<file path="src/pkg/ea_decode_pkg.sv">
package ea_decode_pkg;

  // ********************************************************
  // Operand field codes
  // ********************************************************
  localparam logic [4:0] CODE_REG_LAST = 5'h07;
  localparam logic [4:0] CODE_IND_FIRST = 5'h08;
  localparam logic [4:0] CODE_POSTINC_FIRST = 5'h0C;
  localparam logic [4:0] CODE_SHORT_DISPLACEMENT_FIRST = 5'h10;
  localparam logic [4:0] CODE_LONG_DISPLACEMENT_FIRST = 5'h18;
  localparam logic [4:0] CODE_INDEX_FIRST = 5'h1C;
  localparam logic [4:0] CODE_PCREL = 5'h1E;
  localparam logic [4:0] CODE_DIRECT = 5'h1F;
  localparam logic [2:0] INDEX_REG_NUM = 3'h7;

  // ********************************************************
  // Mode cycles and register accesses
  // ********************************************************
  localparam logic [3:0] CYC_PLAIN = 4'h2;
  localparam logic [3:0] CYC_POSTINC = 4'h4;
  localparam logic [3:0] CYC_DIRECT = 4'h1;
  localparam logic [1:0] RACC_ONE = 2'h1;
  localparam logic [1:0] RACC_TWO = 2'h2;
  localparam logic [1:0] EXT_NONE = 2'h0;
  localparam logic [1:0] EXT_ONE = 2'h1;
  localparam logic [1:0] EXT_TWO = 2'h2;

  // ********************************************************
  // Width and location corrections
  // ********************************************************
  localparam logic [3:0] COR_ZERO = 4'h0;
  localparam logic [3:0] COR_ONE = 4'h1;
  localparam logic [3:0] COR_TWO = 4'h2;
  localparam logic [3:0] COR_FOUR = 4'h4;
  localparam logic [3:0] COR_EIGHT = 4'h8;
  localparam logic [2:0] ACC_ONE = 3'h1;
  localparam logic [2:0] ACC_TWO = 3'h2;
  localparam logic [2:0] ACC_FOUR = 3'h4;
  localparam logic [3:0] FETCH_INT_WORD = 4'h2;
  localparam logic [3:0] FETCH_EXT = 4'h3;

  // ********************************************************
  // Limits and sizes
  // ********************************************************
  localparam logic [23:0] IO_AREA_LAST = 24'h0000FF;
  localparam logic [15:0] PC_RESET = 16'h0000;
  localparam logic [15:0] REG_RESET = 16'h0000;

  typedef enum logic [1:0] {SZ_BYTE, SZ_WORD, SZ_LONG} op_size_e;
  typedef enum logic [1:0] {LOC_INTERNAL, LOC_EXT16, LOC_EXT8} op_loc_e;

endpackage : ea_decode_pkg

</file>
<file path="src/ea_width_cost.sv">
`timescale 1ns/100ps
module ea_width_cost
  import ea_decode_pkg::*;
(
  // Operand description
  input wire logic [1:0] i_size,
  input wire logic [1:0] i_loc,
  input wire logic i_is_reg,
  input wire logic i_odd,
  // Correction
  output logic [3:0] o_cycles,
  output logic [2:0] o_accesses
);

  // ********************************************************
  // Width and alignment correction
  // ********************************************************
  wire is_byte = (i_size == 2'(SZ_BYTE));
  wire is_long = (i_size == 2'(SZ_LONG));
  wire ext_slow = (i_loc == 2'(LOC_EXT8)) || ((i_loc == 2'(LOC_EXT16)) && i_odd);
  wire ext_fast = (i_loc == 2'(LOC_EXT16)) && !i_odd;
  wire int_odd = (i_loc == 2'(LOC_INTERNAL)) && i_odd && !i_is_reg;

  always_comb begin
    if (i_is_reg || (i_loc == 2'(LOC_INTERNAL) && !i_odd)) begin
      o_cycles = COR_ZERO;
      o_accesses = is_long ? ACC_TWO : ACC_ONE;
    end else if (int_odd) begin
      o_cycles = is_byte ? COR_ZERO : (is_long ? COR_FOUR : COR_TWO);
      o_accesses = is_byte ? ACC_ONE : (is_long ? ACC_FOUR : ACC_TWO);
    end else if (ext_fast) begin
      o_cycles = is_long ? COR_TWO : COR_ONE;
      o_accesses = is_long ? ACC_TWO : ACC_ONE;
    end else if (ext_slow) begin
      o_cycles = is_byte ? COR_ONE : (is_long ? COR_EIGHT : COR_FOUR);
      o_accesses = is_byte ? ACC_ONE : (is_long ? ACC_FOUR : ACC_TWO);
    end else begin
      o_cycles = COR_ZERO;
      o_accesses = ACC_ONE;
    end
  end

endmodule : ea_width_cost

</file>
<file path="src/ea_decode_top.sv">
`timescale 1ns/100ps
// Summary of operation
// - Codes 00-07 select a general register directly, memory address zero.
// - Codes 08-1F select a memory mode and produce a memory address.
// - Register codes pick byte, word or long pair by operand size.
// - Codes 0C-0F address via first four word registers, post-incremented.
// - Codes 10-17 add a one-byte signed displacement to any word register.
// - Codes 18-1B add a two-byte displacement to first four word registers.
// - Codes 1C/1D add index word register seven to register zero or one.
// - Code 1E is PC plus displacement, 1F direct; both two extension bytes.
// - Extension byte count adds to base length consumed from the queue.
// - Mode cycles: 2 plain/disp/PC, 4 post-increment/index, 1 direct.
// - Register accesses: 1 plain/disp, 2 post-increment/index, 0 PC/direct.
// - Registers and even internal addresses add no cycles.
// - Odd internal addresses: word +2, long +4 cycles.
// - Even 16-bit external: byte/word +1, long +2 cycles.
// - Odd 16-bit or 8-bit external: byte +1, word +4, long +8.
// - External accesses are stretched by each ready wait cycle between decodes.
// - Fetch adds 2 internal, 3 external per word, 3 per byte on 8-bit bus.
// - Accumulator halves: byte low 8 bits, word lower half, long both.
// - Short I/O operand reaches only addresses 0 through 0000FFH.
// - Byte immediate sign-extends to 16 bits; vectors 0-15 and 0-255.
module ea_decode_top
  import ea_decode_pkg::*;
#(
  parameter int unsigned NUM_REGS = 8
) (
  // Clock and reset
  input wire logic I_SYS_CLK,
  input wire logic I_RST,
  // Decode request
  input wire logic I_DEC_VALID,
  input wire logic [4:0] I_EA_CODE,
  input wire logic [1:0] I_OP_SIZE,
  input wire logic [1:0] I_OP_LOC,
  input wire logic [2:0] I_BASE_LEN,
  input wire logic [7:0] I_BASE_CYCLES,
  input wire logic [15:0] I_EXT_BYTES,
  input wire logic [15:0] I_PC,
  // Other operand fields
  input wire logic [7:0] I_BYTE_IMMEDIATE,
  input wire logic [7:0] I_IO_OFFSET,
  input wire logic [7:0] I_VECTOR_FIELD,
  input wire logic I_VECTOR_LONG,
  input wire logic [31:0] I_ACCUM,
  // Register write port
  input wire logic I_REG_WE,
  input wire logic [2:0] I_REG_NUM,
  input wire logic [15:0] I_REG_WDATA,
  // Wait and fetch accounting
  input wire logic I_WAIT_CYCLE,
  input wire logic I_FETCH_STEP,
  // Decode results
  output logic O_VALID,
  output logic O_IS_REG,
  output logic [2:0] O_REG_SEL,
  output logic O_REG_LONG,
  output logic [15:0] O_MEM_ADDR,
  output logic [1:0] O_EXT_COUNT,
  output logic [3:0] O_INSN_LEN,
  output logic [3:0] O_MODE_CYCLES,
  output logic [1:0] O_REG_ACCESSES,
  output logic [2:0] O_MEM_ACCESSES,
  output logic [9:0] O_TOTAL_CYCLES,
  output logic [15:0] O_SIGN_EXTENDED_IMMEDIATE,
  output logic [23:0] O_IO_ADDR,
  output logic [7:0] O_VECTOR,
  output logic [31:0] O_ACCUM_OPERAND,
  output logic [9:0] O_FETCH_CYCLES
);

  // ********************************************************
  // Word register file
  // ********************************************************
  logic [15:0] word_pointer_reg_q [NUM_REGS];

  // ********************************************************
  // Mode decode
  // ********************************************************
  wire [4:0] code = I_EA_CODE;
  wire sel_reg = (code <= CODE_REG_LAST);
  wire sel_ind = !sel_reg && (code < CODE_POSTINC_FIRST);
  wire sel_postinc = (code >= CODE_POSTINC_FIRST) && (code < CODE_SHORT_DISPLACEMENT_FIRST);
  wire sel_short_displacement = (code >= CODE_SHORT_DISPLACEMENT_FIRST) && (code < CODE_LONG_DISPLACEMENT_FIRST);
  wire sel_long_displacement = (code >= CODE_LONG_DISPLACEMENT_FIRST) && (code < CODE_INDEX_FIRST);
  wire sel_index = (code >= CODE_INDEX_FIRST) && (code < CODE_PCREL);
  wire sel_pcrel = (code == CODE_PCREL);
  wire sel_direct = (code == CODE_DIRECT);
  wire [2:0] low_word_pointer_reg = {1'b0, code[1:0]};
  wire [2:0] any_ptr_num = code[2:0];
  wire [2:0] index_base = {2'b00, code[0]};
  wire [15:0] long_displacement = I_EXT_BYTES;
  wire [7:0] short_displacement = I_EXT_BYTES[7:0];
  wire [15:0] index_word_reg = word_pointer_reg_q[INDEX_REG_NUM];

  function automatic logic [15:0] sext8(input logic [7:0] v);
    sext8 = {{8{v[7]}}, v};
  endfunction : sext8

  function automatic logic [15:0] size_bytes(input logic [1:0] sz);
    case (sz)
      2'(SZ_BYTE): size_bytes = 16'h0001;
      2'(SZ_WORD): size_bytes = 16'h0002;
      default: size_bytes = 16'h0004;
    endcase
  endfunction : size_bytes

  // The spare size code is folded onto long so that every consumer agrees on it.
  function automatic logic size_is_long(input logic [1:0] sz);
    size_is_long = sz[1];
  endfunction : size_is_long

  wire [1:0] op_size = size_is_long(I_OP_SIZE) ? 2'(SZ_LONG) : I_OP_SIZE;
  wire op_is_byte = (op_size == 2'(SZ_BYTE));
  wire op_is_word = (op_size == 2'(SZ_WORD));

  // ********************************************************
  // Register direct selection
  // ********************************************************
  // Long operands name a register pair, so the odd half of the code is dropped.
  wire reg_long = size_is_long(op_size);
  wire [2:0] reg_sel = reg_long ? {code[2:1], 1'b0} : code[2:0];

  logic [15:0] addr_d;
  logic [1:0] ext_d;
  logic [3:0] modecyc_d;
  logic [1:0] racc_d;

  always_comb begin
    addr_d = 16'h0000;
    ext_d = EXT_NONE;
    modecyc_d = COR_ZERO;
    racc_d = 2'h0;
    if (sel_ind) begin
      addr_d = word_pointer_reg_q[low_word_pointer_reg];
      modecyc_d = CYC_PLAIN;
      racc_d = RACC_ONE;
    end else if (sel_postinc) begin
      addr_d = word_pointer_reg_q[low_word_pointer_reg];
      modecyc_d = CYC_POSTINC;
      racc_d = RACC_TWO;
    end else if (sel_short_displacement) begin
      addr_d = word_pointer_reg_q[any_ptr_num] + sext8(short_displacement);
      ext_d = EXT_ONE;
      modecyc_d = CYC_PLAIN;
      racc_d = RACC_ONE;
    end else if (sel_long_displacement) begin
      addr_d = word_pointer_reg_q[low_word_pointer_reg] + long_displacement;
      ext_d = EXT_TWO;
      modecyc_d = CYC_PLAIN;
      racc_d = RACC_ONE;
    end else if (sel_index) begin
      addr_d = word_pointer_reg_q[index_base] + index_word_reg;
      modecyc_d = CYC_POSTINC;
      racc_d = RACC_TWO;
    end else if (sel_pcrel) begin
      addr_d = I_PC + long_displacement;
      ext_d = EXT_TWO;
      modecyc_d = CYC_PLAIN;
    end else if (sel_direct) begin
      addr_d = long_displacement;
      ext_d = EXT_TWO;
      modecyc_d = CYC_DIRECT;
    end
  end

  // ********************************************************
  // Width and location correction
  // ********************************************************
  logic [3:0] cor_cycles;
  logic [2:0] cor_accesses;

  ea_width_cost u_cost (
    .i_size(op_size),
    .i_loc(sel_reg ? 2'(LOC_INTERNAL) : I_OP_LOC),
    .i_is_reg(sel_reg),
    .i_odd(addr_d[0]),
    .o_cycles(cor_cycles),
    .o_accesses(cor_accesses)
  );

  wire [9:0] total_d = 10'(I_BASE_CYCLES) + 10'(modecyc_d) + 10'(cor_cycles);
  wire [3:0] len_d = 4'(I_BASE_LEN) + 4'(ext_d);
  wire ext_operand = !sel_reg && (I_OP_LOC != 2'(LOC_INTERNAL));

  wire [15:0] accum_upper_half = I_ACCUM[31:16];
  wire [15:0] accum_lower_half = I_ACCUM[15:0];
  // Byte and word operands only see the lower half; the bits above read as zero.
  wire [31:0] accum_d = op_is_byte ? {24'h000000, accum_lower_half[7:0]} :
                        op_is_word ? {16'h0000, accum_lower_half} :
                        {accum_upper_half, accum_lower_half};

  // The fetch figures are worst case; the queue often hides them.
  wire [3:0] fetch_step = (I_OP_LOC == 2'(LOC_INTERNAL)) ? FETCH_INT_WORD : FETCH_EXT;

  // ********************************************************
  // Next values of the result registers
  // ********************************************************
  wire [15:0] mem_addr_d = sel_reg ? 16'h0000 : addr_d;
  wire [15:0] sext_d = sext8(I_BYTE_IMMEDIATE);
  wire [23:0] io_addr_d = {16'h0000, I_IO_OFFSET} & IO_AREA_LAST;
  wire [7:0] vector_d = I_VECTOR_LONG ? I_VECTOR_FIELD : {4'h0, I_VECTOR_FIELD[3:0]};
  // Waits and fetch steps only accumulate between decodes; a decode restarts both.
  wire wait_hit = !I_DEC_VALID && I_WAIT_CYCLE && ext_operand;
  wire fetch_hit = !I_DEC_VALID && I_FETCH_STEP;

  // ********************************************************
  // Registers
  // ********************************************************
  always_ff @(posedge I_SYS_CLK or posedge I_RST) begin
    if (I_RST) begin
      for (int i = 0; i < NUM_REGS; i++) begin
        word_pointer_reg_q[i] <= REG_RESET;
      end
    end else if (I_DEC_VALID && sel_postinc) begin
      // A write in the same cycle is dropped so that the pointer step is never lost.
      word_pointer_reg_q[low_word_pointer_reg] <=
        word_pointer_reg_q[low_word_pointer_reg] + size_bytes(op_size);
    end else if (I_REG_WE) begin
      word_pointer_reg_q[I_REG_NUM] <= I_REG_WDATA;
    end
  end

  always_ff @(posedge I_SYS_CLK or posedge I_RST) begin
    if (I_RST) begin
      O_VALID <= 1'b0;
    end else begin
      O_VALID <= I_DEC_VALID;
    end
  end

  always_ff @(posedge I_SYS_CLK or posedge I_RST) begin
    if (I_RST) begin
      O_IS_REG <= 1'b0;
      O_REG_SEL <= 3'h0;
      O_REG_LONG <= 1'b0;
    end else if (I_DEC_VALID) begin
      O_IS_REG <= sel_reg;
      O_REG_SEL <= reg_sel;
      O_REG_LONG <= reg_long;
    end
  end

  always_ff @(posedge I_SYS_CLK or posedge I_RST) begin
    if (I_RST) begin
      O_MEM_ADDR <= 16'h0000;
      O_EXT_COUNT <= 2'h0;
      O_INSN_LEN <= 4'h0;
    end else if (I_DEC_VALID) begin
      O_MEM_ADDR <= mem_addr_d;
      O_EXT_COUNT <= ext_d;
      O_INSN_LEN <= len_d;
    end
  end

  always_ff @(posedge I_SYS_CLK or posedge I_RST) begin
    if (I_RST) begin
      O_MODE_CYCLES <= 4'h0;
      O_REG_ACCESSES <= 2'h0;
      O_MEM_ACCESSES <= 3'h0;
    end else if (I_DEC_VALID) begin
      O_MODE_CYCLES <= modecyc_d;
      O_REG_ACCESSES <= racc_d;
      O_MEM_ACCESSES <= cor_accesses;
    end
  end

  // A wait pulse in a decode cycle belongs to the previous operand and is dropped.
  always_ff @(posedge I_SYS_CLK or posedge I_RST) begin
    if (I_RST) begin
      O_TOTAL_CYCLES <= 10'h000;
    end else if (I_DEC_VALID) begin
      O_TOTAL_CYCLES <= total_d;
    end else if (wait_hit) begin
      O_TOTAL_CYCLES <= O_TOTAL_CYCLES + 10'h001;
    end
  end

  always_ff @(posedge I_SYS_CLK or posedge I_RST) begin
    if (I_RST) begin
      O_FETCH_CYCLES <= 10'h000;
    end else if (I_DEC_VALID) begin
      O_FETCH_CYCLES <= 10'h000;
    end else if (fetch_hit) begin
      O_FETCH_CYCLES <= O_FETCH_CYCLES + 10'(fetch_step);
    end
  end

  always_ff @(posedge I_SYS_CLK or posedge I_RST) begin
    if (I_RST) begin
      O_SIGN_EXTENDED_IMMEDIATE <= 16'h0000;
      O_IO_ADDR <= 24'h000000;
      O_VECTOR <= 8'h00;
      O_ACCUM_OPERAND <= 32'h00000000;
    end else if (I_DEC_VALID) begin
      O_SIGN_EXTENDED_IMMEDIATE <= sext_d;
      O_IO_ADDR <= io_addr_d;
      O_VECTOR <= vector_d;
      O_ACCUM_OPERAND <= accum_d;
    end
  end

endmodule : ea_decode_top

</file>
<file path="config.mk">
export PLATFORM = sky130hd
export DESIGN_NAME = ea_decode_top
export DESIGN_NICKNAME = d
export VERILOG_FILES = /design/src/pkg/ea_decode_pkg.sv /design/src/ea_width_cost.sv /design/src/ea_decode_top.sv
export SDC_FILE = /design/constraint.sdc
export NUM_CORES = 1
export LEC_CHECK = 0
export ABC_CLOCK_PERIOD_IN_PS = 7200
export BUFFER_PORTS_ARGS = -buffer_cell sky130_fd_sc_hd__buf_4
export CAP_MARGIN = 30
export CORE_MARGIN = 2
export CORE_UTILIZATION = 40
export CTS_BUF_LIST = sky130_fd_sc_hd__clkbuf_4 sky130_fd_sc_hd__clkbuf_8
export CTS_CLUSTER_SIZE = 20
export DETAILED_ROUTE_END_ITERATION = 12
export PLACE_DENSITY = 0.72
export SLEW_MARGIN = 0
export SYNTH_ARGS = -nofsm -noshare
export SYNTH_HDL_FRONTEND = slang
export SYNTH_SLANG_ARGS = --single-unit
</file>
<file path="constraint.sdc">
create_clock -name I_SYS_CLK -period 7.2 [get_ports I_SYS_CLK]
set_input_delay 0.72 -clock I_SYS_CLK [delete_from_list [all_inputs] [get_ports I_SYS_CLK]]
set_output_delay 0.72 -clock I_SYS_CLK [all_outputs]
set_load 0.02 [all_outputs]
</file>
==> results of run 1 <==
-- layout by cell type, fill, tap and decap left out, types with 11 or more instances in the layout --
cell	synthesis	final
sky130_fd_sc_hd__a21o_1	21	21
sky130_fd_sc_hd__a21oi_1	81	80
sky130_fd_sc_hd__a22o_1	20	20
sky130_fd_sc_hd__a32oi_1	48	48
sky130_fd_sc_hd__buf_4	30	267
sky130_fd_sc_hd__clkbuf_8	0	56
sky130_fd_sc_hd__conb_1	1	17
sky130_fd_sc_hd__dfrtp_1	239	239
sky130_fd_sc_hd__ha_1	73	73
sky130_fd_sc_hd__inv_1	44	43
sky130_fd_sc_hd__mux2_2	121	121
sky130_fd_sc_hd__mux2i_1	20	20
sky130_fd_sc_hd__mux4_2	16	16
sky130_fd_sc_hd__nand2_1	92	92
sky130_fd_sc_hd__nand2b_1	12	12
sky130_fd_sc_hd__nand3_1	26	26
sky130_fd_sc_hd__nand4_1	11	11
sky130_fd_sc_hd__nor2_1	103	103
sky130_fd_sc_hd__nor2b_1	15	15
sky130_fd_sc_hd__nor3_1	18	18
sky130_fd_sc_hd__o21a_1	11	11
sky130_fd_sc_hd__o21ai_0	80	80
sky130_fd_sc_hd__o21ai_1	16	16
sky130_fd_sc_hd__o221ai_1	14	14
sky130_fd_sc_hd__o2bb2ai_1	12	12
sky130_fd_sc_hd__xnor2_1	55	55
sky130_fd_sc_hd__xor2_1	29	29
-- final cells by class --
cell class	instances	area, sq um	share of cell area
multi-input cells	1079	8380	0.461
flip-flops and latches	239	5980	0.329
repair buffers	271	2070	0.114
clock buffers	65	838	0.0461
well taps	468	586	0.0322
inverters	46	176	0.00971
clock inverters	11	130	0.00716
diodes	5	12.5	0.000689
-- metrics by stage --
step | instance area (sq um) | std cells
after global routing | 18200 | 2182
final | 18200 | 2184
after global placement | 17100 | 2099
after detailed placement | 17200 | 2103
after CTS | 18200 | 2179
after floorplan | 15100 | 1472
-- power breakdown --
group          leakage, nW  internal [W]  switching, W  total (W)
clock network        0.518      0.000850      0.000578    0.00143
logic                 4.75      0.000764      0.000960    0.00172
registers             2.95       0.00158      0.000160    0.00174
total                 8.22       0.00319       0.00170    0.00489
-- logic make-up (layout without fill, tap and decap cells) --
family                     count (synthesis)  in the layout  synth area share
buffers and inverters                    154            393            0.0483
other                                      1             22          0.000250
xor gates and xnor gates                  87             87            0.0523
DFF                                      239            239             0.399
adders and majority gates                 83             83            0.0742
and+or+nand+nor                          320            320            0.0996
muxes                                    168            168             0.139
AOI/OAI and AO/OA                        404            404             0.188
-- how the worst max path moves through the flow --
| stage | from | to | slack, ns | depth (start not counted) |
|---|---|---|---|---|
| after CTS | I_EA_CODE[0] | O_TOTAL_CYCLES[8] | 2.52 | 21 |
| after global routing | I_EA_CODE[0] | O_TOTAL_CYCLES[8] | 2.02 | 21 |
| after detailed placement | I_EA_CODE[0] | O_TOTAL_CYCLES[8] | 1.93 | 21 |
| final | I_EA_CODE[0] | O_TOTAL_CYCLES[8] | 2.45 | 21 |
| after global placement | I_EA_CODE[0] | O_TOTAL_CYCLES[8] | 2.12 | 21 |
| after floorplan | I_EA_CODE[1] | O_TOTAL_CYCLES[8] | 2.23 | 24 |
-- layer usage --
metal | global-route usage | wire length [um]
met3 | 0.0601 | 4730
met1 | 0.306 | 18900
met4 | 0.0863 | 1390
met2 | 0.378 | 21600
met5 | 0 | 0
==> flow_summary.html, run 1 <==
<table>
<tr><th>Metric</th><th>Value</th></tr>
<tr><th colspan="2">Layout</th></tr>
<tr><td>Layout overhead on the synthesized area</td><td>21.1%</td></tr>
<tr><td>Final net count</td><td>1896</td></tr>
<tr><td>Fillers</td><td>3371</td></tr>
<tr><td>Register bank with the most flops</td><td>word_pointer_reg_q</td></tr>
<tr><td>Leading registers by flop count</td><td>word_pointer_reg_q: 112 flops, O_ACCUM_OPERAND: 32 flops</td></tr>
<tr><td>Share of the core filled with cells</td><td>0.494</td></tr>
<tr><td>Flip-flop count of the largest register after layout</td><td>112</td></tr>
<tr><td>Fraction of final layout cells with drive strength greater than 1</td><td>0.308</td></tr>
<tr><th colspan="2">Clocking</th></tr>
<tr><td>Number of hold-repair buffers added at the cts stage</td><td>0</td></tr>
<tr><td>Number of buffers created by CTS</td><td>42</td></tr>
<tr><td>Worst-path clk slew</td><td>0.06 ns</td></tr>
<tr><td>Clk Tree Root Cell</td><td>sky130_fd_sc_hd__clkbuf_8</td></tr>
<tr><td>CTS H-tree depth</td><td>2</td></tr>
<tr><td>Post-cts gate resize count</td><td>0</td></tr>
<tr><td># Post-CTS Setup Buffers</td><td>0</td></tr>
<tr><td>Count of clock tree sinks</td><td>239</td></tr>
<tr><td>Longest Clk Path Bufs</td><td>3</td></tr>
<tr><td>Latest clock arrival within the worst-skew pair</td><td>0.56 ns</td></tr>
<tr><td>TritonCTS clock tree</td><td>done</td></tr>
<tr><th colspan="2">Pwr</th></tr>
<tr><td>Static Leak</td><td>8.22 nW</td></tr>
<tr><td>PD cells</td><td>269 nW/um^2</td></tr>
<tr><td>Max VDD drop</td><td>0.000114 V</td></tr>
<tr><td>Power Total</td><td>0.00489 W</td></tr>
<tr><th colspan="2">Setup path</th></tr>
<tr><td>Cell depth of the worst flop-to-flop path</td><td>20</td></tr>
<tr><td>Buffers and inverters on the worst path</td><td>3</td></tr>
<tr><td>Critical Path Max Stage Delay</td><td>0.69 ns</td></tr>
<tr><td>Type of the setup path with the least slack</td><td>input pin to flop</td></tr>
<tr><td>Most used cell along the critical path</td><td>sky130_fd_sc_hd__a21oi_1</td></tr>
<tr><td>Kind of end point of the critical path</td><td>flop</td></tr>
<tr><td>End of the worst register-to-register path</td><td>O_TOTAL_CYCLES[8]</td></tr>
<tr><td>Slowest CP cell</td><td>sky130_fd_sc_hd__buf_4</td></tr>
<tr><td>Startpoint class of the critical path</td><td>input pin</td></tr>
<tr><td>CP required</td><td>7.64 ns</td></tr>
<tr><td>Cell type group with the largest total delay on the critical path</td><td>compound AO/OA/AOI/OAI gates</td></tr>
<tr><td>Worst setup slack for register-to-register paths</td><td>2.76 ns</td></tr>
<tr><td>WP data arrival</td><td>5.19 ns</td></tr>
<tr><td>CP Cell Sequence</td><td>buf_4 &gt; buf_4 &gt; nand2_1 &gt; nor2_2 &gt; buf_4 &gt; a22oi_1 &gt; o221ai_1 &gt; o21ai_1 &gt; nor2_1 &gt; a21oi_1 &gt; o21ai_0 &gt; fa_1 &gt; ha_1 &gt; a21o_1 &gt; a21oi_1 &gt; nor2b_1 &gt; o21a_1 &gt; nand4_1 &gt; a21oi_1 &gt; nor2_1 &gt; a21oi_1</td></tr>
<tr><td>R2R Path Start</td><td>word_pointer_reg_q[96]</td></tr>
<tr><td>Crit Path Max Fanout</td><td>51</td></tr>
<tr><th colspan="2">Die</th></tr>
<tr><td>Floorplan die height</td><td>198 um</td></tr>
<tr><td>Area of the core</td><td>36800 sq um</td></tr>
<tr><td>Number of ports placed on the die boundary</td><td>271</td></tr>
<tr><td>Die outline width</td><td>198 um</td></tr>
<tr><td>Initial Utilization</td><td>0.408</td></tr>
<tr><td>Number of rows created at floorplan</td><td>70</td></tr>
<tr><td>Overall die area</td><td>39100 sq um</td></tr>
<tr><th colspan="2">STA</th></tr>
<tr><td>Number of setup violations in the final report</td><td>0</td></tr>
<tr><td>Setup TNS</td><td>0 ns</td></tr>
<tr><td>Final count of pins violating max slew</td><td>0</td></tr>
<tr><td>Final critical-path share of the clock period</td><td>0.660</td></tr>
<tr><td>Final worst hold slack</td><td>0.185 ns</td></tr>
<tr><td>Total count of hold-check failures in the final report</td><td>0</td></tr>
<tr><td>Worst relative slew slack</td><td>0.308</td></tr>
<tr><td>Highest clock rate</td><td>211 MHz</td></tr>
<tr><td>Final period demand of the worst path</td><td>4.75 ns</td></tr>
<tr><td>Setup clock skew after layout</td><td>0.0164 ns</td></tr>
<tr><td>Setup ws final</td><td>2.45 ns</td></tr>
<tr><td>Transition time at the pin with the least slew margin</td><td>1.04 ns</td></tr>
<tr><td>Unrepaired setup endpoints after global routing</td><td>no</td></tr>
<tr><th colspan="2">Logic synthesis</th></tr>
<tr><td>Cell count after synthesis</td><td>1456</td></tr>
<tr><td>Syn. warnings</td><td>0</td></tr>
<tr><td>Synth Cell Area</td><td>15000 sq um</td></tr>
<tr><td>Post-synthesis average cell area</td><td>10.3 sq um</td></tr>
<tr><td>Sequential fraction of the synthesis area</td><td>0.399</td></tr>
<tr><td>Most repeated cell in the gate-level netlist after synthesis</td><td>sky130_fd_sc_hd__dfrtp_1</td></tr>
<tr><td>Async set or reset register ratio after synthesis</td><td>1.00</td></tr>
<tr><td>Top cells by instance count after synthesis</td><td>sky130_fd_sc_hd__dfrtp_1, sky130_fd_sc_hd__mux2_2, sky130_fd_sc_hd__nor2_1, sky130_fd_sc_hd__nand2_1, sky130_fd_sc_hd__a21oi_1</td></tr>
<tr><td>Top cell type by total area after synthesis</td><td>sky130_fd_sc_hd__dfrtp_1</td></tr>
<tr><td>Top_reg_cell synth</td><td>sky130_fd_sc_hd__dfrtp_1</td></tr>
<tr><td>EDFF count, synth</td><td>0</td></tr>
<tr><td>Synth cell types</td><td>85</td></tr>
<tr><td>Largest cells by area after synthesis</td><td>sky130_fd_sc_hd__dfrtp_1, sky130_fd_sc_hd__mux2_2, sky130_fd_sc_hd__ha_1, sky130_fd_sc_hd__xnor2_1, sky130_fd_sc_hd__a32oi_1</td></tr>
<tr><td>Share of Yosys cell area claimed by the top area cell type</td><td>0.399</td></tr>
<tr><td>Post-synthesis register bit count</td><td>239</td></tr>
<tr><th colspan="2">Place</th></tr>
<tr><td>Hpwl dp</td><td>34100 um</td></tr>
<tr><td>Setup WS pre-CTS</td><td>1.93 ns</td></tr>
<tr><td>Placer congestion estimate</td><td>0.937</td></tr>
<tr><td># port buffers</td><td>253</td></tr>
<tr><th colspan="2">Routing</th></tr>
<tr><td>Via Count</td><td>12744</td></tr>
<tr><td>Number of design rule violations left after detail routing</td><td>0</td></tr>
<tr><td>Violation count after the first detailed-routing iteration</td><td>871</td></tr>
<tr><td>Total iterations of the first detailed-routing run</td><td>7</td></tr>
<tr><td>Antenna Nets Post-Route</td><td>0</td></tr>
<tr><td>Vias per inst</td><td>5.84</td></tr>
<tr><td>Detailed-route wire length per cell</td><td>21.3 um</td></tr>
<tr><td>Total wire length after detailed routing</td><td>46600 um</td></tr>
<tr><th colspan="2">Global route</th></tr>
<tr><td>First-pass GRT wire length</td><td>71800 um</td></tr>
<tr><td>Antenna violations before repair</td><td>5</td></tr>
<tr><td>Pin count of the biggest net entering global routing</td><td>120</td></tr>
<tr><td>GR Overflow Total</td><td>0</td></tr>
<tr><td>Overall track demand over capacity in global routing</td><td>0.235</td></tr>
<tr><td>Via count of the first global-routing pass</td><td>12625</td></tr>
<tr><th colspan="2">Flow run</th></tr>
<tr><td>Max_cap viols</td><td>0</td></tr>
<tr><th colspan="2">Worst hold path</th></tr>
<tr><td>Hold Crit Class</td><td>input pin to asynchronous set/reset pin</td></tr>
<tr><th colspan="2">Outcome</th></tr>
<tr><td>Status</td><td>finished, final reports clean</td></tr>
</table>
Power figures use the tool's default switching activity.
==> inputs of run 2 (changes only) <==
--- a/config.mk
+++ b/config.mk
@@ -5,7 +5,8 @@
 export SDC_FILE = /design/constraint.sdc
 export NUM_CORES = 1
 export LEC_CHECK = 0
-export ABC_CLOCK_PERIOD_IN_PS = 7200
+export ABC_AREA = 1
+export ABC_CLOCK_PERIOD_IN_PS = 4750
 export BUFFER_PORTS_ARGS = -buffer_cell sky130_fd_sc_hd__buf_4
 export CAP_MARGIN = 30
 export CORE_MARGIN = 2
@@ -13,7 +14,7 @@
 export CTS_BUF_LIST = sky130_fd_sc_hd__clkbuf_4 sky130_fd_sc_hd__clkbuf_8
 export CTS_CLUSTER_SIZE = 20
 export DETAILED_ROUTE_END_ITERATION = 12
-export PLACE_DENSITY = 0.72
+export PLACE_DENSITY = 0.69
 export SLEW_MARGIN = 0
 export SYNTH_ARGS = -nofsm -noshare
 export SYNTH_HDL_FRONTEND = slang
==> constraint.sdc (replaced) <==
create_clock -name I_SYS_CLK -period 4.75 [get_ports I_SYS_CLK]
set_input_delay 0.475 -clock I_SYS_CLK [delete_from_list [all_inputs] [get_ports I_SYS_CLK]]
set_output_delay 0.475 -clock I_SYS_CLK [all_outputs]
set_load 0.02 [all_outputs]
==> run 2 against run 1 <==
Clock power grew 51%; setup slack got worse by 2.0 ns; non-clock buffer count is 28 higher; final area increased by 7.4%; global-route usage rose by 3.9 points; sequential cell count unchanged; clock skew grew 0.017 ns; critical path depth up 6.
==> flow_summary.html, run 2 <==
<table>
<tr><th>Metric</th><th>Value</th></tr>
<tr><th colspan="2">Layout</th></tr>
<tr><td>Flip-flop count of the largest register after layout</td><td>112 (unchanged)</td></tr>
<tr><td>Leading registers by flop count</td><td>word_pointer_reg_q: 112 flops, O_ACCUM_OPERAND: 32 flops (unchanged)</td></tr>
<tr><td>Final net count</td><td>2715 (was 1896)</td></tr>
<tr><td>Layout overhead on the synthesized area</td><td>21.4% (was 21.1%)</td></tr>
<tr><td>Register bank with the most flops</td><td>word_pointer_reg_q (unchanged)</td></tr>
<tr><td>Commonest non-fill, non-tap cell in the layout</td><td>sky130_fd_sc_hd__nand2_1 (was sky130_fd_sc_hd__buf_4)</td></tr>
<tr><td>Most frequent cells in the layout</td><td>sky130_fd_sc_hd__nand2_1, sky130_fd_sc_hd__buf_4, sky130_fd_sc_hd__dfrtp_1 (was sky130_fd_sc_hd__buf_4, sky130_fd_sc_hd__dfrtp_1, sky130_fd_sc_hd__mux2_2)</td></tr>
<tr><td>Fraction of final layout cells with drive strength greater than 1</td><td>0.174 (was 0.308)</td></tr>
<tr><td>Antenna diode count</td><td>0 (was 5)</td></tr>
<tr><th colspan="2">STA</th></tr>
<tr><td>Unrepaired setup endpoints after global routing</td><td>no (unchanged)</td></tr>
<tr><td>Setup TNS</td><td>0 ns (unchanged)</td></tr>
<tr><td>Highest clock rate</td><td>231 MHz</td></tr>
<tr><td>Transition time at the pin with the least slew margin</td><td>1.38 ns (was 1.04 ns)</td></tr>
<tr><td>Setup clock skew after layout</td><td>0.0332 ns (was 0.0164 ns)</td></tr>
<tr><td>Worst relative slew slack</td><td>0.0806 (was 0.308)</td></tr>
<tr><td>Final count of pins violating max slew</td><td>0 (unchanged)</td></tr>
<tr><td>Total count of hold-check failures in the final report</td><td>0 (unchanged)</td></tr>
<tr><td>Final critical-path share of the clock period</td><td>0.910</td></tr>
<tr><td>Final period demand of the worst path</td><td>4.32 ns</td></tr>
<tr><td>Number of setup violations in the final report</td><td>0 (unchanged)</td></tr>
<tr><th colspan="2">Setup path</th></tr>
<tr><td>Type of the setup path with the least slack</td><td>flop to flop (was input pin to flop)</td></tr>
<tr><td>Cell depth of the worst flop-to-flop path</td><td>27 (was 20)</td></tr>
<tr><td>Kind of end point of the critical path</td><td>flop (unchanged)</td></tr>
<tr><td>End of the worst register-to-register path</td><td>O_TOTAL_CYCLES[7] (was O_TOTAL_CYCLES[8])</td></tr>
<tr><td>Beginning of the critical path</td><td>word_pointer_reg_q[96] (was I_EA_CODE[0])</td></tr>
<tr><td>WP data arrival</td><td>4.82 ns (was 5.19 ns)</td></tr>
<tr><td>CP required</td><td>5.25 ns (was 7.64 ns)</td></tr>
<tr><td>Startpoint class of the critical path</td><td>flop (was input pin)</td></tr>
<tr><td>Worst setup slack for register-to-register paths</td><td>0.43 ns (was 2.76 ns)</td></tr>
<tr><td>Crit path capture</td><td>O_TOTAL_CYCLES[7] (was O_TOTAL_CYCLES[8])</td></tr>
<tr><td>R2R Path Start</td><td>word_pointer_reg_q[96] (unchanged)</td></tr>
<tr><td>Crit Path Max Fanout</td><td>5 (was 51)</td></tr>
<tr><th colspan="2">Die</th></tr>
<tr><td>Number of rows created at floorplan</td><td>73 (was 70)</td></tr>
<tr><td>Initial Utilization</td><td>0.405 (was 0.408)</td></tr>
<tr><td>Area of the core</td><td>39700 sq um (was 36800 sq um)</td></tr>
<tr><td>Die outline width</td><td>204 um (was 198 um)</td></tr>
<tr><td>Floorplan die height</td><td>204 um (was 198 um)</td></tr>
<tr><td>Number of ports placed on the die boundary</td><td>271 (unchanged)</td></tr>
<tr><td>Overall die area</td><td>41800 sq um (was 39100 sq um)</td></tr>
<tr><th colspan="2">Logic synthesis</th></tr>
<tr><td>Synth cell types</td><td>57 (was 85)</td></tr>
<tr><td>Synth Cell Area</td><td>16100 sq um (was 15000 sq um)</td></tr>
<tr><td>Sequential fraction of the synthesis area</td><td>0.372 (was 0.399)</td></tr>
<tr><td>Cell count after synthesis</td><td>2246 (was 1456)</td></tr>
<tr><td>Top_reg_cell synth</td><td>sky130_fd_sc_hd__dfrtp_1 (unchanged)</td></tr>
<tr><td>Top cells by instance count after synthesis</td><td>sky130_fd_sc_hd__nand2_1, sky130_fd_sc_hd__dfrtp_1, sky130_fd_sc_hd__inv_1, sky130_fd_sc_hd__nand3_1, sky130_fd_sc_hd__o21ai_0 (was sky130_fd_sc_hd__dfrtp_1, sky130_fd_sc_hd__mux2_2, sky130_fd_sc_hd__nor2_1, sky130_fd_sc_hd__nand2_1, sky130_fd_sc_hd__a21oi_1)</td></tr>
<tr><td>Async set or reset register ratio after synthesis</td><td>1.00 (unchanged)</td></tr>
<tr><td>EDFF count, synth</td><td>0 (unchanged)</td></tr>
<tr><td>Syn. warnings</td><td>0 (unchanged)</td></tr>
<tr><td>Largest cells by area after synthesis</td><td>sky130_fd_sc_hd__dfrtp_1, sky130_fd_sc_hd__nand2_1, sky130_fd_sc_hd__nand3_1, sky130_fd_sc_hd__ha_1, sky130_fd_sc_hd__o21ai_0 (was sky130_fd_sc_hd__dfrtp_1, sky130_fd_sc_hd__mux2_2, sky130_fd_sc_hd__ha_1, sky130_fd_sc_hd__xnor2_1, sky130_fd_sc_hd__a32oi_1)</td></tr>
<tr><td>Most repeated cell in the gate-level netlist after synthesis</td><td>sky130_fd_sc_hd__nand2_1 (was sky130_fd_sc_hd__dfrtp_1)</td></tr>
<tr><td>Post-synthesis register bit count</td><td>239 (unchanged)</td></tr>
<tr><td>Share of Yosys cell area claimed by the top area cell type</td><td>0.372 (was 0.399)</td></tr>
<tr><td>Post-synthesis average cell area</td><td>7.16 sq um (was 10.3 sq um)</td></tr>
<tr><td>Top cell type by total area after synthesis</td><td>sky130_fd_sc_hd__dfrtp_1 (unchanged)</td></tr>
<tr><th colspan="2">Outcome</th></tr>
<tr><td>Status</td><td>finished, final reports clean (unchanged)</td></tr>
<tr><th colspan="2">Routing</th></tr>
<tr><td>Routed met3 length</td><td>4690 um (was 4730 um)</td></tr>
<tr><td>Via Count</td><td>16588 (was 12744)</td></tr>
<tr><td>Total iterations of the first detailed-routing run</td><td>6 (was 7)</td></tr>
<tr><td>Sum of routed wire segments on met1</td><td>24700 um (was 18900 um)</td></tr>
<tr><td>Violation count after the first detailed-routing iteration</td><td>1695 (was 871)</td></tr>
<tr><td>Top layer used by detailed routing</td><td>met4 (unchanged)</td></tr>
<tr><td>Total wire length after detailed routing</td><td>58000 um (was 46600 um)</td></tr>
<tr><td>Antenna Nets Post-Route</td><td>0 (unchanged)</td></tr>
<tr><td>Number of design rule violations left after detail routing</td><td>0 (unchanged)</td></tr>
<tr><td>Vias per inst</td><td>5.43 (was 5.84)</td></tr>
<tr><td>Met2 wire len</td><td>26300 um (was 21600 um)</td></tr>
<tr><td>Detailed-route wire length per cell</td><td>19.0 um (was 21.3 um)</td></tr>
<tr><th colspan="2">Clocking</th></tr>
<tr><td>Longest Clk Path Bufs</td><td>3 (unchanged)</td></tr>
<tr><td>Post-cts gate resize count</td><td>0 (unchanged)</td></tr>
<tr><td>Latest clock arrival within the worst-skew pair</td><td>0.59 ns (was 0.56 ns)</td></tr>
<tr><td>TritonCTS clock tree</td><td>done (unchanged)</td></tr>
<tr><td>Worst-path clk slew</td><td>0.06 ns (about the same)</td></tr>
<tr><td>Clk Tree Root Cell</td><td>sky130_fd_sc_hd__clkbuf_8 (unchanged)</td></tr>
<tr><td>Count of clock tree sinks</td><td>239 (unchanged)</td></tr>
<tr><td>Number of buffers created by CTS</td><td>43 (was 42)</td></tr>
<tr><td>CTS H-tree depth</td><td>2 (unchanged)</td></tr>
<tr><th colspan="2">Pwr</th></tr>
<tr><td>Max VDD drop</td><td>0.000201 V (was 0.000114 V)</td></tr>
<tr><td>Static Leak</td><td>10.0 nW (was 8.22 nW)</td></tr>
<tr><td>Power Total</td><td>0.00700 W (was 0.00489 W)</td></tr>
<tr><td>PD cells</td><td>359 nW/um^2 (was 269 nW/um^2)</td></tr>
<tr><th colspan="2">Place</th></tr>
<tr><td># port buffers</td><td>253 (unchanged)</td></tr>
<tr><td>Placer congestion estimate</td><td>0.984 (was 0.937)</td></tr>
<tr><td>Hpwl dp</td><td>43200 um (was 34100 um)</td></tr>
<tr><th colspan="2">Global route</th></tr>
<tr><td>Via count of the first global-routing pass</td><td>15848 (was 12625)</td></tr>
<tr><td>Antenna violations before repair</td><td>1 (was 5)</td></tr>
<tr><td>First-pass GRT wire length</td><td>89700 um (was 71800 um)</td></tr>
<tr><td>Pin count of the biggest net entering global routing</td><td>183 (was 120)</td></tr>
<tr><td>Overall track demand over capacity in global routing</td><td>0.275 (was 0.235)</td></tr>
<tr><td>GR Overflow Total</td><td>0 (unchanged)</td></tr>
<tr><th colspan="2">Flow run</th></tr>
<tr><td>Max_cap viols</td><td>0 (unchanged)</td></tr>
<tr><th colspan="2">Worst hold path</th></tr>
<tr><td>Hold Crit Class</td><td>input pin to flop (was input pin to asynchronous set/reset pin)</td></tr>
</table>
-- run 2: how the worst min path moves through the flow --
stage	start	slack (ns)	depth (start not counted)	to
after floorplan	word_pointer_reg_q[114]	0.45	2	word_pointer_reg_q[114]
after global placement	I_RST	0.41	2	O_FETCH_CYCLES[4]
after detailed placement	I_RST	0.41	2	O_FETCH_CYCLES[4]
after CTS	I_VECTOR_FIELD[0]	0.05	3	O_VECTOR[0]
after global routing	I_IO_OFFSET[2]	0.07	3	O_IO_ADDR[2]
final	I_VECTOR_FIELD[0]	0.08	3	O_VECTOR[0]
-- run 2: through the flow --
| stage | setup slack [ns] | hold slack (ns) | instances | utilization | area, sq um |
|---|---|---|---|---|---|
| 6_report | 0.426 | 0.0839 | 3055 | 0.491 | 19500 |
| 5_1_grt | 0.0575 | 0.0717 | 3055 | 0.491 | 19500 |
| 4_1_cts | 0.508 | 0.0492 | 3055 | 0.491 | 19500 |
| 3_5_place_dp | 0.142 | 0.406 | 2977 | 0.467 | 18500 |
| 3_3_place_gp | 0.271 | 0.405 | 2974 | 0.465 | 18500 |
| 2_1_floorplan | 0.447 | 0.449 | 2262 | - | 16100 |
-- run 2: where the power goes --
group | total, W | leakage [nW] | internal (W) | switching, W
registers | 0.00254 | 3.02 | 0.00234 | 0.000198
clock network | 0.00216 | 0.504 | 0.00125 | 0.000915
logic | 0.00229 | 6.49 | 0.000822 | 0.00147
total | 0.00700 | 10.0 | 0.00441 | 0.00259
-- run 2: area by class of cell --
class	count	area (sq um)
Timing Repair Buffer	299	2310
Fill cell	3969	20200
Clock buffer	68	848
Inverter	219	830
Clock inverter	9	115
Multi-Input combinational cell	1696	8770
Tap cell	525	657
Sequential cell	239	5980
-- run 2: per-layer routing --
metal / vias up / global-route usage
li1: 7887 / -
met1: 7817 / 0.370
met2: 750 / 0.436
met3: 134 / 0.0469
met4: 0 / 0.116
met5: - / 0
-- run 2: critical path, cell delays in order (launching register included) --
cell and delay, ns:
sky130_fd_sc_hd__dfrtp_1 0.33, sky130_fd_sc_hd__inv_1 0.05, sky130_fd_sc_hd__o21ai_1 0.18, sky130_fd_sc_hd__a22oi_1 0.10, sky130_fd_sc_hd__o21ai_1 0.22, sky130_fd_sc_hd__nor2_1 0.07
sky130_fd_sc_hd__a31oi_1 0.16, sky130_fd_sc_hd__ha_1 0.26, sky130_fd_sc_hd__o22ai_1 0.17, sky130_fd_sc_hd__nor2_1 0.05, sky130_fd_sc_hd__nand2_1 0.09, sky130_fd_sc_hd__nand2_1 0.13
sky130_fd_sc_hd__nand3_1 0.19, sky130_fd_sc_hd__nand2_1 0.11, sky130_fd_sc_hd__o21ai_1 0.17, sky130_fd_sc_hd__fa_1 0.47, sky130_fd_sc_hd__inv_1 0.07, sky130_fd_sc_hd__ha_1 0.14
sky130_fd_sc_hd__inv_1 0.06, sky130_fd_sc_hd__fa_1 0.35, sky130_fd_sc_hd__inv_1 0.10, sky130_fd_sc_hd__a21oi_1 0.07, sky130_fd_sc_hd__nor2_1 0.13, sky130_fd_sc_hd__o21ai_0 0.13
sky130_fd_sc_hd__nor2_1 0.13, sky130_fd_sc_hd__xor2_1 0.16, sky130_fd_sc_hd__nand2_1 0.06, sky130_fd_sc_hd__o221ai_1 0.10
-- run 2: cells by family (layout without fill, tap and decap cells) --
group                      after synthesis  in the layout  share of synthesized area
AOI/OAI and AO/OA                      434            434                      0.160
xor gates and xnor gates                31             31                     0.0174
adders and majority gates               83             83                     0.0693
buffers and inverters                  327            595                     0.0857
DFF                                    239            239                      0.372
other                                    1             17                   0.000233
and+or+nand+nor                       1131           1131                      0.295
-- run 2: repair_timing --
| action | 4_1_cts | 5_1_grt |
|---|---|---|
| endpoints found under the hold margin | 5 | 0 |
| setup buffers | 0 | 0 |
| hold buffers | 1 | 0 |
